===== config.mk =====
export PLATFORM = sky130hd
export DESIGN_NAME = cpw_unit
export DESIGN_NICKNAME = d
export VERILOG_FILES = /design/src/core/cpw_pkg.sv /design/src/core/cpw_unit.sv
export SDC_FILE = /design/constraint.sdc
export NUM_CORES = 1
export LEC_CHECK = 0
export ABC_AREA = 1
export BUFFER_PORTS_ARGS = -buffer_cell sky130_fd_sc_hd__buf_2
export CAP_MARGIN = 25
export CORE_MARGIN = 2
export CORE_UTILIZATION = 60
export CTS_CLUSTER_SIZE = 8
export DETAILED_ROUTE_END_ITERATION = 7
export HOLD_SLACK_MARGIN = 0.12
export PLACE_DENSITY = 0.82
export RECOVER_POWER = 100
export SETUP_SLACK_MARGIN = 0.3
export SYNTH_ARGS = -nofsm -noshare
export SYNTH_HDL_FRONTEND = slang
export SYNTH_SLANG_ARGS = --single-unit

===== constraint.sdc =====
create_clock -name ref_clk -period 3.2 [get_ports ref_clk]
set_input_delay 0.64 -clock ref_clk [delete_from_list [all_inputs] [get_ports ref_clk]]
set_output_delay 0.64 -clock ref_clk [all_outputs]
set_load 0.03 [all_outputs]

===== src/core/cpw_pkg.sv =====
package cpw_pkg;

    // ------------------------------------------------------------
    // bus geometry
    // ------------------------------------------------------------
    localparam int         ADDR_W   = 10;
    localparam int         DATA_W   = 32;

    // ------------------------------------------------------------
    // register indices (byte address = 4 * index)
    // ------------------------------------------------------------
    localparam logic [7:0] IDX_IRQ_FLAGS   = 8'h0C;
    localparam logic [7:0] IDX_T1_LOW      = 8'h0E;
    localparam logic [7:0] IDX_T1_HIGH     = 8'h0F;
    localparam logic [7:0] IDX_T2_COUNT    = 8'h11;
    localparam logic [7:0] IDX_T2_CONTROL  = 8'h12;
    localparam logic [7:0] IDX_VALUE_LOW   = 8'h15;
    localparam logic [7:0] IDX_VALUE_HIGH  = 8'h16;
    localparam logic [7:0] IDX_CONTROL     = 8'h17;
    localparam logic [7:0] IDX_IRQ_ENABLES = 8'h8C;
    localparam logic [7:0] IDX_T2_PERIOD   = 8'h92;

    // ------------------------------------------------------------
    // field positions
    // ------------------------------------------------------------
    localparam int         FLAG_EVENT_BIT  = 2;
    localparam int         FLAG_T2_BIT     = 1;
    localparam int         FLAG_T1_BIT     = 0;
    localparam int         T2_ON_BIT       = 2;

    // ------------------------------------------------------------
    // reset values
    // ------------------------------------------------------------
    localparam logic [7:0] CONTROL_RST     = 8'h00;
    localparam logic [6:0] T2_CONTROL_RST  = 7'h00;
    localparam logic [7:0] T2_COUNT_RST    = 8'h00;
    localparam logic [7:0] T2_PERIOD_RST   = 8'hFF;

    // ------------------------------------------------------------
    // mode field encodings
    // ------------------------------------------------------------
    localparam logic [3:0] MODE_OFF        = 4'h0;
    localparam logic [3:0] MODE_CAP_FALL   = 4'h4;
    localparam logic [3:0] MODE_CAP_RISE   = 4'h5;
    localparam logic [3:0] MODE_CAP_DIV4   = 4'h6;
    localparam logic [3:0] MODE_CAP_DIV16  = 4'h7;
    localparam logic [3:0] MODE_CMP_SET    = 4'h8;
    localparam logic [3:0] MODE_CMP_CLEAR  = 4'h9;
    localparam logic [3:0] MODE_CMP_SOFT   = 4'hA;
    localparam logic [3:0] MODE_CMP_TRIG   = 4'hB;

    // ------------------------------------------------------------
    // timing counts
    // ------------------------------------------------------------
    localparam logic [1:0] Q_PHASE_LAST    = 2'h3;
    localparam logic [1:0] CAP_DIV4_LAST   = 2'h3;
    localparam logic [3:0] CAP_DIV16_LAST  = 4'hF;
    localparam logic [1:0] PRE4_LAST       = 2'h3;
    localparam logic [3:0] PRE16_LAST      = 4'hF;
    localparam logic [1:0] PRESCALE_1      = 2'h0;
    localparam logic [1:0] PRESCALE_4      = 2'h1;

    // ------------------------------------------------------------
    // mode decoding
    // ------------------------------------------------------------
    function automatic logic isCapture(input logic [3:0] mode);
        return mode[3:2] == 2'h1;
    endfunction : isCapture

    function automatic logic isCompare(input logic [3:0] mode);
        return mode[3:2] == 2'h2;
    endfunction : isCompare

    function automatic logic isPwm(input logic [3:0] mode);
        return mode[3:2] == 2'h3;
    endfunction : isPwm

endpackage : cpw_pkg


===== src/core/cpw_unit.sv =====
`timescale 1ns/10ps
module cpw_unit
    import cpw_pkg::*;
(
    // clock and reset
    input  wire logic              ref_clk,
    input  wire logic              reset,
    // avalon-mm slave
    input  wire logic [ADDR_W-1:0] address,
    input  wire logic              read,
    input  wire logic              write,
    input  wire logic [DATA_W-1:0] writedata,
    output logic      [DATA_W-1:0] readdata,
    output logic                   waitrequest,
    // unit pin
    input  wire logic              unitPinIn,
    output logic                   unitPinOut,
    output logic                   unitPinOe,
    // first timer and converter hooks
    input  wire logic              timer1Tick,
    input  wire logic              adcEnable,
    output logic                   adcStart
);

    // ------------------------------------------------------------
    // state
    // ------------------------------------------------------------
    logic [DATA_W-1:0] readdata_q;
    logic              waitrequest_q;
    logic [7:0]        control_q;
    logic [7:0]        valueLow_q;
    logic [7:0]        valueHigh_q;
    logic [1:0]        dutyFrac_q;
    logic [15:0]       timer1_q;
    logic [7:0]        timer2_q;
    logic [6:0]        t2Control_q;
    logic [7:0]        t2Period_q;
    logic [3:0]        t2Pre_q;
    logic [3:0]        t2Post_q;
    logic [1:0]        qPhase_q;
    logic [3:0]        capPre_q;
    logic [2:0]        flags_q;
    logic [2:0]        enables_q;
    logic              pinPrev_q;
    logic              cmpEqual_q;
    logic              pinLatch_q;
    logic              pinOe_q;
    logic              adcStart_q;

    // ------------------------------------------------------------
    // bus decode
    // ------------------------------------------------------------
    wire logic [7:0] regIdx     = address[9:2];
    wire logic       busReq     = read | write;
    wire logic       wrCommit   = write & ~waitrequest_q;
    wire logic [7:0] wd         = writedata[7:0];
    wire logic       wrFlags    = wrCommit && (regIdx == IDX_IRQ_FLAGS);
    wire logic       wrT1Low    = wrCommit && (regIdx == IDX_T1_LOW);
    wire logic       wrT1High   = wrCommit && (regIdx == IDX_T1_HIGH);
    wire logic       wrT2Count  = wrCommit && (regIdx == IDX_T2_COUNT);
    wire logic       wrT2Ctrl   = wrCommit && (regIdx == IDX_T2_CONTROL);
    wire logic       wrValLow   = wrCommit && (regIdx == IDX_VALUE_LOW);
    wire logic       wrValHigh  = wrCommit && (regIdx == IDX_VALUE_HIGH);
    wire logic       wrControl  = wrCommit && (regIdx == IDX_CONTROL);
    wire logic       wrEnables  = wrCommit && (regIdx == IDX_IRQ_ENABLES);
    wire logic       wrPeriod   = wrCommit && (regIdx == IDX_T2_PERIOD);

    wire logic [7:0] rdMux =
        (regIdx == IDX_IRQ_FLAGS)   ? {5'h00, flags_q}     :
        (regIdx == IDX_T1_LOW)      ? timer1_q[7:0]        :
        (regIdx == IDX_T1_HIGH)     ? timer1_q[15:8]       :
        (regIdx == IDX_T2_COUNT)    ? timer2_q             :
        (regIdx == IDX_T2_CONTROL)  ? {1'b0, t2Control_q}  :
        (regIdx == IDX_VALUE_LOW)   ? valueLow_q           :
        (regIdx == IDX_VALUE_HIGH)  ? valueHigh_q          :
        (regIdx == IDX_CONTROL)     ? {2'h0, control_q[5:0]} :
        (regIdx == IDX_IRQ_ENABLES) ? {5'h00, enables_q}   :
        (regIdx == IDX_T2_PERIOD)   ? t2Period_q           : 8'h00;

    // ------------------------------------------------------------
    // mode and pin edges
    // ------------------------------------------------------------
    wire logic [3:0] mode      = control_q[3:0];
    wire logic       capMode   = isCapture(mode);
    wire logic       cmpMode   = isCompare(mode);
    wire logic       pwmMode   = isPwm(mode);
    wire logic       pinRise   = unitPinIn & ~pinPrev_q;
    wire logic       pinFall   = ~unitPinIn & pinPrev_q;

    // ------------------------------------------------------------
    // capture
    // ------------------------------------------------------------
    wire logic capEdge  = capMode && ((mode == MODE_CAP_FALL) ? pinFall : pinRise);
    wire logic capLast  = (mode == MODE_CAP_DIV4) ? (capPre_q[1:0] == CAP_DIV4_LAST)
                                                  : (capPre_q == CAP_DIV16_LAST);
    wire logic capDiv   = (mode == MODE_CAP_DIV4) || (mode == MODE_CAP_DIV16);
    wire logic capEvent = capEdge && (!capDiv || capLast);

    // ------------------------------------------------------------
    // compare
    // ------------------------------------------------------------
    wire logic [15:0] compareValue = {valueHigh_q, valueLow_q};
    wire logic        cmpEqual     = cmpMode && (compareValue == timer1_q);
    // one hit per arrival at equality
    wire logic        cmpHit       = cmpEqual && !cmpEqual_q;
    wire logic        trigHit      = cmpHit && (mode == MODE_CMP_TRIG);

    // ------------------------------------------------------------
    // first timer
    // ------------------------------------------------------------
    // trigger clear never counts as overflow
    wire logic t1Overflow = timer1Tick && (timer1_q == 16'hFFFF) && !trigHit
                            && !wrT1Low && !wrT1High;

    // ------------------------------------------------------------
    // second timer
    // ------------------------------------------------------------
    wire logic [1:0] prescale = t2Control_q[1:0];
    wire logic [3:0] outScale = t2Control_q[6:3];
    wire logic       t2On     = t2Control_q[T2_ON_BIT];
    wire logic       instTick = qPhase_q == Q_PHASE_LAST;
    wire logic       preDone  = (prescale == PRESCALE_1) ? 1'b1 :
                                (prescale == PRESCALE_4) ? (t2Pre_q[1:0] == PRE4_LAST) :
                                (t2Pre_q == PRE16_LAST);
    wire logic       t2Inc    = instTick && t2On && preDone;
    wire logic       t2Wrap   = t2Inc && (timer2_q == t2Period_q);
    wire logic       t2Clear  = wrT2Count || wrT2Ctrl;
    wire logic       t2FlagHit = t2Wrap && (t2Post_q == outScale);
    // two extension bits below the timer
    wire logic [1:0] extBits  = (prescale == PRESCALE_1) ? qPhase_q :
                                (prescale == PRESCALE_4) ? t2Pre_q[1:0] : t2Pre_q[3:2];

    // ------------------------------------------------------------
    // pwm
    // ------------------------------------------------------------
    // duty from low value and fraction bits
    wire logic [9:0] dutyNext  = {valueLow_q, control_q[5:4]};
    wire logic [9:0] dutyLive  = {valueHigh_q, dutyFrac_q};
    // duty count steps only where the extension bits change
    wire logic       extStep   = t2On && ((prescale == PRESCALE_1) ? 1'b1 :
                                 (prescale == PRESCALE_4) ? instTick :
                                 (instTick && (t2Pre_q[1:0] == PRE4_LAST)));
    // latch is registered: clear one step ahead so high time equals duty
    wire logic [9:0] dutyCount = {timer2_q, extBits} + 10'h001;
    // oversized duty never equals the count
    wire logic       pwmClear  = pwmMode && extStep && (dutyLive == dutyCount);
    wire logic       pwmReload = pwmMode && t2Wrap;

    // ------------------------------------------------------------
    // bus slave
    // ------------------------------------------------------------
    always_ff @(posedge ref_clk) begin
        if (reset) begin
            waitrequest_q <= 1'b1;
            readdata_q    <= '0;
        end else begin
            waitrequest_q <= !(busReq && waitrequest_q);
            readdata_q    <= {24'h000000, rdMux};
        end
    end

    // ------------------------------------------------------------
    // control, period and enables
    // ------------------------------------------------------------
    always_ff @(posedge ref_clk) begin
        if (reset) begin
            control_q   <= CONTROL_RST;
            t2Control_q <= T2_CONTROL_RST;
            t2Period_q  <= T2_PERIOD_RST;
            enables_q   <= '0;
        end else begin
            if (wrControl) begin
                control_q <= {2'h0, wd[5:0]};
            end
            if (wrT2Ctrl) begin
                t2Control_q <= wd[6:0];
            end
            if (wrPeriod) begin
                t2Period_q <= wd;
            end
            if (wrEnables) begin
                enables_q <= wd[2:0];
            end
        end
    end

    // ------------------------------------------------------------
    // value registers
    // ------------------------------------------------------------
    always_ff @(posedge ref_clk) begin
        if (reset) begin
            valueLow_q  <= '0;
            valueHigh_q <= '0;
            dutyFrac_q  <= '0;
        end else if (capEvent) begin
            valueLow_q  <= timer1_q[7:0];
            valueHigh_q <= timer1_q[15:8];
        end else begin
            if (wrValLow) begin
                valueLow_q <= wd;
            end
            // high value frozen by software in pwm
            if (pwmReload) begin
                valueHigh_q <= dutyNext[9:2];
                dutyFrac_q  <= dutyNext[1:0];
            end else if (wrValHigh && !pwmMode) begin
                valueHigh_q <= wd;
            end
        end
    end

    // ------------------------------------------------------------
    // capture prescaler
    // ------------------------------------------------------------
    always_ff @(posedge ref_clk) begin
        if (reset) begin
            capPre_q <= '0;
        end else if (!capMode) begin
            capPre_q <= '0;
        end else if (capEdge && capDiv) begin
            capPre_q <= capLast ? 4'h0 : capPre_q + 4'h1;
        end
    end

    // ------------------------------------------------------------
    // first timer count
    // ------------------------------------------------------------
    always_ff @(posedge ref_clk) begin
        if (reset) begin
            timer1_q   <= '0;
            cmpEqual_q <= 1'b0;
        end else begin
            cmpEqual_q <= cmpEqual;
            if (wrT1Low) begin
                timer1_q[7:0] <= wd;
            end else if (wrT1High) begin
                timer1_q[15:8] <= wd;
            end else if (trigHit) begin
                timer1_q <= '0;
            end else if (timer1Tick) begin
                timer1_q <= timer1_q + 16'h0001;
            end
        end
    end

    // ------------------------------------------------------------
    // second timer, prescaler, postscaler
    // ------------------------------------------------------------
    always_ff @(posedge ref_clk) begin
        if (reset) begin
            qPhase_q <= '0;
            timer2_q <= T2_COUNT_RST;
            t2Pre_q  <= '0;
            t2Post_q <= '0;
        end else begin
            qPhase_q <= qPhase_q + 2'h1;
            if (wrT2Count) begin
                timer2_q <= wd;
            end else if (t2Wrap) begin
                timer2_q <= '0;
            end else if (t2Inc) begin
                timer2_q <= timer2_q + 8'h01;
            end
            if (t2Clear) begin
                t2Pre_q  <= '0;
                t2Post_q <= '0;
            end else begin
                if (instTick && t2On) begin
                    t2Pre_q <= t2Pre_q + 4'h1;
                end
                if (t2Wrap) begin
                    t2Post_q <= t2FlagHit ? 4'h0 : t2Post_q + 4'h1;
                end
            end
        end
    end

    // ------------------------------------------------------------
    // flags: hardware set wins over software clear
    // ------------------------------------------------------------
    wire logic [2:0] flagSet = {capEvent | cmpHit, t2FlagHit, t1Overflow};
    wire logic [2:0] flagHold = wrFlags ? wd[2:0] : flags_q;

    always_ff @(posedge ref_clk) begin
        if (reset) begin
            flags_q <= '0;
        end else begin
            flags_q <= flagHold | flagSet;
        end
    end

    // ------------------------------------------------------------
    // pin latch and trigger output
    // ------------------------------------------------------------
    always_ff @(posedge ref_clk) begin
        if (reset) begin
            pinLatch_q <= 1'b0;
            pinOe_q    <= 1'b0;
            pinPrev_q  <= 1'b0;
            adcStart_q <= 1'b0;
        end else begin
            pinPrev_q  <= unitPinIn;
            pinOe_q    <= cmpMode || pwmMode;
            adcStart_q <= trigHit && adcEnable;
            if (wrControl && (wd == CONTROL_RST)) begin
                pinLatch_q <= 1'b0;
            end else if (cmpHit && (mode == MODE_CMP_SET)) begin
                pinLatch_q <= 1'b1;
            end else if (cmpHit && (mode == MODE_CMP_CLEAR)) begin
                pinLatch_q <= 1'b0;
            // period start sets pin unless zero duty
            end else if (pwmReload) begin
                pinLatch_q <= dutyNext != 10'h000;
            end else if (pwmClear) begin
                pinLatch_q <= 1'b0;
            end
            // soft and trigger modes leave the latch
        end
    end

    // ------------------------------------------------------------
    // outputs
    // ------------------------------------------------------------
    assign readdata    = readdata_q;
    assign waitrequest = waitrequest_q;
    assign unitPinOut  = pinLatch_q;
    assign unitPinOe   = pinOe_q;
    assign adcStart    = adcStart_q;

endmodule : cpw_unit


==> run_results.csv, run 1 <==
group,metric,value,unit
clock_tree,insertion_delay,0.39,ns
synth,async_flop_share,0,%
timing,period_minus_slack,2.62,ns
status,violations,"capacitance limit, slew limit",
synth,synthAdderAreaFrac,1.31,%
synth,synthDominantCellAreaShare,29.0,%
cells_and_area,nFillCells,1053,
clock_tree,ctsHtreeMaxLevel,3,
global_routing,grt_max_degree,39,
detailed_routing,route.vias.total,6844,
clock_tree,cts.sinks,97,
timing,timing.slew.headroom,-17.6,%
clock_tree,numCtsBuffers,9,
timing,hold_viol_final,0,
timing,fmax,0.382,GHz
synth,syn_area_per_cell,6.56,um2
synth,muxShareOfSynthArea,0,%
detailed_routing,totalWireLength,19600,um
timing,rsz0062_at_grt,"no",
placement,place_hpwl,15000,um
synth,synth_simple_gate_area_share,34.7,%
clock_tree,cts_root_buffer,"clkbuf_8",
floorplan,die_h,110,um
synth,netlist_instances,1020,
timing,fin_tns_setup,0,ns
synth,yosysWarnings,0,
cells_and_area,multi_input_area,3880,um2
synth,synth_edf_count,0,
cells_and_area,layout_common_cells,"nand2_1, inv_1, nor2_1",
placement,pre_cts_ws,0.758,ns
global_routing,grt_pass1_wl,30400,um
critical_path,max_stage_delay,0.59,ns
timing,period_share,81.9,%
placement,port_buffers,34,
placement,gp_congestion,1.01,
pwr,switchingPower,0.000672,W
clock_tree,post-cts-setup-buffer-count,0,
synth,ys_ff_latch,97,
clock_tree,ctsResizeCount,0,
cells_and_area,area_delta_synth_final,3.46,%
detailed_routing,drt_pre_antenna_iters,6,
timing,drv_slew,76,
pwr,seqPwrFrac,51.4,%
cells_and_area,final_nets,1097,
timing,skew,0.0139,ns
pwr,power_frac_clock,38.5,%
detailed_routing,drtIter0Drc,891,
critical_path,cp_common_cell,"nand2_1",
cells_and_area,utilization,63.9,%
critical_path,start_kind,"flip-flop",
pwr,p_per_area,350,nW/um2
synth,yosysTopAreaCell,"dfxtp_1",
detailed_routing,post_drt_wl_per_cell,16.6,um
synth,synthesis.area,6690,um2
cells_and_area,final_common_cell,"nand2_1",
synth,ys_top_cells_by_area,"dfxtp_1, nand2_1, inv_1",
synth,synth_compound_area_share,17.2,%
pwr,ir_drop,309,uV
global_routing,antenna_found_initial,0,
synth,synth_top_flop_cell,"dfxtp_1",
cells_and_area,drive_gt1_share,8.99,%
synth,synth_top_family_by_area,"simple AND/OR/NAND/NOR gates",
synth,synthXorXnorAreaFrac,4.71,%
clock_tree,clk_pin_slew,0.10,ns
pwr,swShare,27.7,%
timing,hold_slack,0.462,ns
floorplan,ios,85,
critical_path,crit_slowest_cell,"dfxtp_1",
global_routing,grt_pass1_vias,5965,
floorplan,core.rowCount,38,
cells_and_area,antenna-diode-count,0,
hold_path,hp-class,"reg2reg",
clock_tree,cts_tree,"done",
critical_path,cp_max_fo,9,
flow_run,maxCapViolations,2,
timing,final.setup.worst_slack,0.580,ns
cells_and_area,seq_area,1940,um2
critical_path,end_kind,"flip-flop",
clock_tree,clock_path_buffers,2,
critical_path,arrival,2.95,ns
pwr,p_comb_share,10.1,%
critical_path,crit_required,3.53,ns
timing,setup_viol,0,
synth,synth_cell_types,52,
synth,ys_seq_area_share,29.0,%
detailed_routing,via_per_inst,5.77,
pwr,p_leak,3.03,nW
detailed_routing,drc_errors,0,
clock_tree,ctsHoldBuffers,0,
critical_path,path_class,"reg2reg",
floorplan,die_area,12000,um2
global_routing,track_usage,33.4,%
pwr,intPower,0.00175,W
status,status,"finished with violations",
timing,worstMarginPinSlew,1.76,ns
critical_path,worstPathCellList,"inv_1 > nand2_1 > nand2_1 > nor2_1 > nand3_1 > nor2_1 > nand4_1 > nand2_1 > nand2_1 > clkinvlp_2 > o21ai_0 > nor2_1",
floorplan,core-area,10800,um2
floorplan,die_w,110,um
detailed_routing,ant_nets,0,
floorplan,initial_core_util,61.7,%
global_routing,grt_overflow_total,0,
final timing paths:
| check | start | to | slack [ns] | cells past startpoint |
|---|---|---|---|---|
| max | timer1_q[9] | timer1_q[12] | 0.58 | 12 |
| min | qPhase_q[0] | qPhase_q[0] | 0.46 | 1 |
| max reg2reg | timer1_q[9] | timer1_q[12] | 0.58 | 12 |
| min reg2reg | qPhase_q[0] | qPhase_q[0] | 0.46 | 1 |
worst max-delay path: cells and delay by family (launching register included):
family / cells / cell delay (ns)
AO/OA/AOI/OAI: 1 / 0.12
buffers and inverters: 2 / 0.48
flip-flops: 1 / 0.59
AND/OR/NAND/NOR: 9 / 1.34
layout make-up:
cell class | instances | share of cell area [%]
Multi-Input combinational cell | 759 | 56.0
Sequential cell | 97 | 28.0
Inverter | 135 | 7.48
Timing Repair Buffer | 39 | 2.64
Tap cell | 140 | 2.53
Clock buffer | 11 | 2.04
Clock inverter | 5 | 1.26
synthesized netlist by cell type (5+ instances only):
| master | instances |
|---|---|
| a21oi_1 | 58 |
| nand2_4 | 8 |
| o21ai_2 | 9 |
| nand4_1 | 31 |
| nor2_2 | 9 |
| xor2_1 | 25 |
| o21ai_1 | 5 |
| buf_2 | 13 |
| nor2_1 | 105 |
| nand2_1 | 248 |
| nor3_1 | 17 |
| buf_4 | 26 |
| o21ai_0 | 64 |
| a211oi_1 | 14 |
| ha_1 | 7 |
| a31oi_1 | 10 |
| o211ai_1 | 6 |
| inv_1 | 121 |
| clkbuf_1 | 7 |
| nand3b_1 | 7 |
| xnor2_1 | 11 |
| dfxtp_1 | 97 |
| nand3_1 | 44 |
| inv_2 | 9 |
| nor4_1 | 6 |
| a21oi_2 | 12 |
power groups by stage:
stage	Sequential [W]	Clock, W	Combinational [W]
floorplan	0.00126	0	0.000205
global placement	0.00127	0	0.000243
global route	0.00125	0.000976	0.000266
CTS	0.00124	0.000933	0.000246
detailed placement	0.00127	0	0.000245
finish	0.00124	0.000932	0.000244
per-layer routing:
layer,track usage [%],routed length [um]
met5,0,0
met4,19.2,1100
met1,42.6,7700
met2,51.6,8700
met3,7.65,2140
per-stage QoR:
step | cell area (um2) | instances | power (W)
floorplan | 6780 | 1043 | 0.00146
global placement | 6810 | 1170 | 0.00151
detailed placement | 6810 | 1170 | 0.00152
CTS | 7040 | 1186 | 0.00242
global route | 6920 | 1186 | 0.00249
finish | 6920 | 1186 | 0.00242
flip-flops by register name, indices dropped and copies added, names as in the netlist, 2 cells and up:
| register | cells |
|---|---|
| t2Control_q | 7 |
| t2Period_q | 8 |
| capPre_q | 4 |
| timer1_q | 16 |
| qPhase_q | 2 |
| t2Pre_q | 4 |
| flags_q | 3 |
| t2Post_q | 4 |
| enables_q | 3 |
| control_q | 6 |
| timer2_q | 8 |
| readdata | 8 |
| valueHigh_q | 8 |
| valueLow_q | 8 |
| dutyFrac_q | 2 |
cell families after synthesis:
family	Yosys count
simple gates	500
buf+inv	187
xor+xnor	36
flops	97
compound gates	192
fa+ha+maj	7
other cells	1
No activity file was read; power rests on OpenSTA's default activity.
==> inputs of run 2 (changes only) <==
--- a/config.mk
+++ b/config.mk
@@ -9,11 +9,11 @@
 export BUFFER_PORTS_ARGS = -buffer_cell sky130_fd_sc_hd__buf_2
 export CAP_MARGIN = 25
 export CORE_MARGIN = 2
-export CORE_UTILIZATION = 60
+export CORE_UTILIZATION = 59
 export CTS_CLUSTER_SIZE = 8
 export DETAILED_ROUTE_END_ITERATION = 7
 export HOLD_SLACK_MARGIN = 0.12
-export PLACE_DENSITY = 0.82
+export PLACE_DENSITY = 0.81
 export RECOVER_POWER = 100
 export SETUP_SLACK_MARGIN = 0.3
 export SYNTH_ARGS = -nofsm -noshare
==> constraint.sdc (replaced) <==
create_clock -name ref_clk -period 2.7 [get_ports ref_clk]
set_input_delay 0.54 -clock ref_clk [delete_from_list [all_inputs] [get_ports ref_clk]]
set_output_delay 0.54 -clock ref_clk [all_outputs]
set_load 0.03 [all_outputs]
==> run 2 against run 1 <==
The run now ends clean. Non-clock buffer count grew 13. Final area up 3.2%. Power rose by 30%. Sequential share of layout area down 0.83 points. Sequential power is 19% higher. Highest routed layer unchanged. Largest cell class unchanged.
==> run_results.csv, run 2 (synthesized netlist as in run 1, its figures left out) <==
group,metric,value,unit
status,status,"finished, final reports clean",
critical_path,cp_max_fo,27,
critical_path,arrival,2.75,ns
placement,place_area,6910,um2
hold_path,hp-class,"in2reg",
critical_path,crit_cells,5,
pwr,p_comb_share,9.7,%
floorplan,core.rowCount,38,
clock_tree,cts.sinks,97,
timing,final.setup.worst_slack,0.228,ns
timing,period_share,91.6,%
critical_path,ff2ff_setup_slack,0.32,ns
critical_path,cpLargestDelayFamily,"buffers and inverters",
pwr,p_leak,3.16,nW
pwr,ir_drop,378,uV
clock_tree,ctsHtreeMaxLevel,3,
critical_path,end_kind,"flip-flop",
global_routing,grt_pass1_vias,6427,
pwr,finalPower,0.00315,W
floorplan,initial_core_util,61.2,%
timing,setup_viol,0,
pwr,swShare,28.3,%
cells_and_area,drive_gt1_share,10.9,%
timing,skew,0.00879,ns
detailed_routing,post_drt_wl_per_cell,17.3,um
detailed_routing,via_per_inst,5.88,
critical_path,worst-path-buf-inv,3,
hold_path,whs_path_depth,2,
critical_path,cp_common_cell,"clkbuf_1",
pwr,p_per_area,441,nW/um2
global_routing,grt_pass1_wl,33200,um
timing,timing.slew.headroom,15.2,%
floorplan,core-area,10900,um2
timing,period_minus_slack,2.47,ns
floorplan,die_area,12200,um2
timing,fin_tns_setup,0,ns
pwr,seqPwrFrac,46.6,%
clock_tree,numCtsBuffers,9,
detailed_routing,drtIter0Drc,868,
critical_path,max_stage_delay,0.98,ns
critical_path,crit_slowest_cell,"clkbuf_1",
timing,drv_slew,0,
critical_path,path_class,"in2reg",
timing,rsz0062_at_grt,"yes",
global_routing,track_usage,34.1,%
floorplan,ios,85,
global_routing,grt_max_degree,28,
cells_and_area,nFillCells,1019,
cells_and_area,antenna-diode-count,0,
clock_tree,insertion_delay,0.36,ns
critical_path,crit_required,2.98,ns
timing,fmax,0.404,GHz
pwr,intPower,0.00226,W
critical_path,start_kind,"input pin",
cells_and_area,layout_common_cells,"nand2_1, inv_1, nor2_1",
floorplan,die_w,111,um
clock_tree,clk_pin_slew,0.07,ns
pwr,switchingPower,0.000893,W
critical_path,worst_r2r_path_depth,7,
cells_and_area,largest_reg_flops,16,
floorplan,die_h,111,um
cells_and_area,regMostFlops,"timer1_q",
placement,place_hpwl,15800,um
cells_and_area,final_common_cell,"nand2_1",
cells_and_area,area_delta_synth_final,6.75,%
timing,hold_viol_final,0,
pwr,power_frac_clock,43.7,%
global_routing,antenna_found_initial,0,
placement,port_buffers,34,
detailed_routing,drc_errors,0,
detailed_routing,ant_nets,0,
critical_path,worstPathCellList,"clkbuf_1 > inv_1 > clkbuf_1 > o21ai_0 > a21oi_1",
detailed_routing,drt_pre_antenna_iters,5,
placement,pre_cts_ws,0.468,ns
clock_tree,ctsHoldBuffers,0,
placement,gp_congestion,1.05,
global_routing,grt_overflow_total,0,
cells_and_area,final_nets,1110,
flow_run,maxCapViolations,0,
clock_tree,cts_tree,"done",
cells_and_area,fin_area,7140,um2
detailed_routing,totalWireLength,20800,um
detailed_routing,route.vias.total,7046,
clock_tree,cts_root_buffer,"clkbuf_16",
timing,worstMarginPinSlew,1.27,ns
clock_tree,clock_path_buffers,2,
[run 2: cell count changes in the layout (fill, tap and decap cells not counted), sizes merged]
cell / delta
buf: +10
bufinv: -1
clkbuf: +1
clkinv: +2
clkinvlp: -2
inv: +3
[run 2: worst paths after layout]
path,from,end
min,write,waitrequest
min reg2reg,waitrequest,waitrequest
max,reset,t2Control_q[1]
max reg2reg,qPhase_q[0],timer2_q[3]
[run 2: through the flow]
stage / hold WS, ns / cells / util [%]
finish: 0.380 / 1199 / 65.3
global route: 0.381 / 1199 / 65.3
CTS: 0.378 / 1199 / 66.0
detailed placement: 0.441 / 1183 / 63.2
global placement: 0.431 / 1183 / 63.2
floorplan: 0.417 / 1043 / -
[run 2: repair_timing]
action,in CTS,in global routing
setup buffers,0,0
setup endpoints to repair,0,6
hold endpoints to repair,0,0
resized for setup,0,5
[run 2: power groups by stage]
stage	combinational (W)	clock [W]	sequential, W
6_report	0.000306	0.00138	0.00147
5_1_grt	0.000334	0.00144	0.00147
4_1_cts	0.000305	0.00138	0.00147
3_5_place_dp	0.000303	0	0.00150
3_3_place_gp	0.000301	0	0.00150
2_1_floorplan	0.000243	0	0.00149
[run 2: metal layers]
metal / global-route usage, % / vias up / wire length (um)
li1: - / 3375 / -
met1: 43.9 / 3127 / 8110
met2: 53.4 / 435 / 9250
met3: 6.86 / 109 / 2160
met4: 18.9 / 0 / 1280
met5: 0 / - / 0
[run 2: cell type report]
type                       instances  area, um2  share of cell area [%]
clock inverter                     7       85.1                    1.19
tap                              140        175                    2.45
clock buffer                       9        225                    3.15
inverter                         135        522                    7.30
timing repair buffer              52        272                    3.80
sequential                        97       1940                    27.2
multi-input combinational        759       3920                    54.9
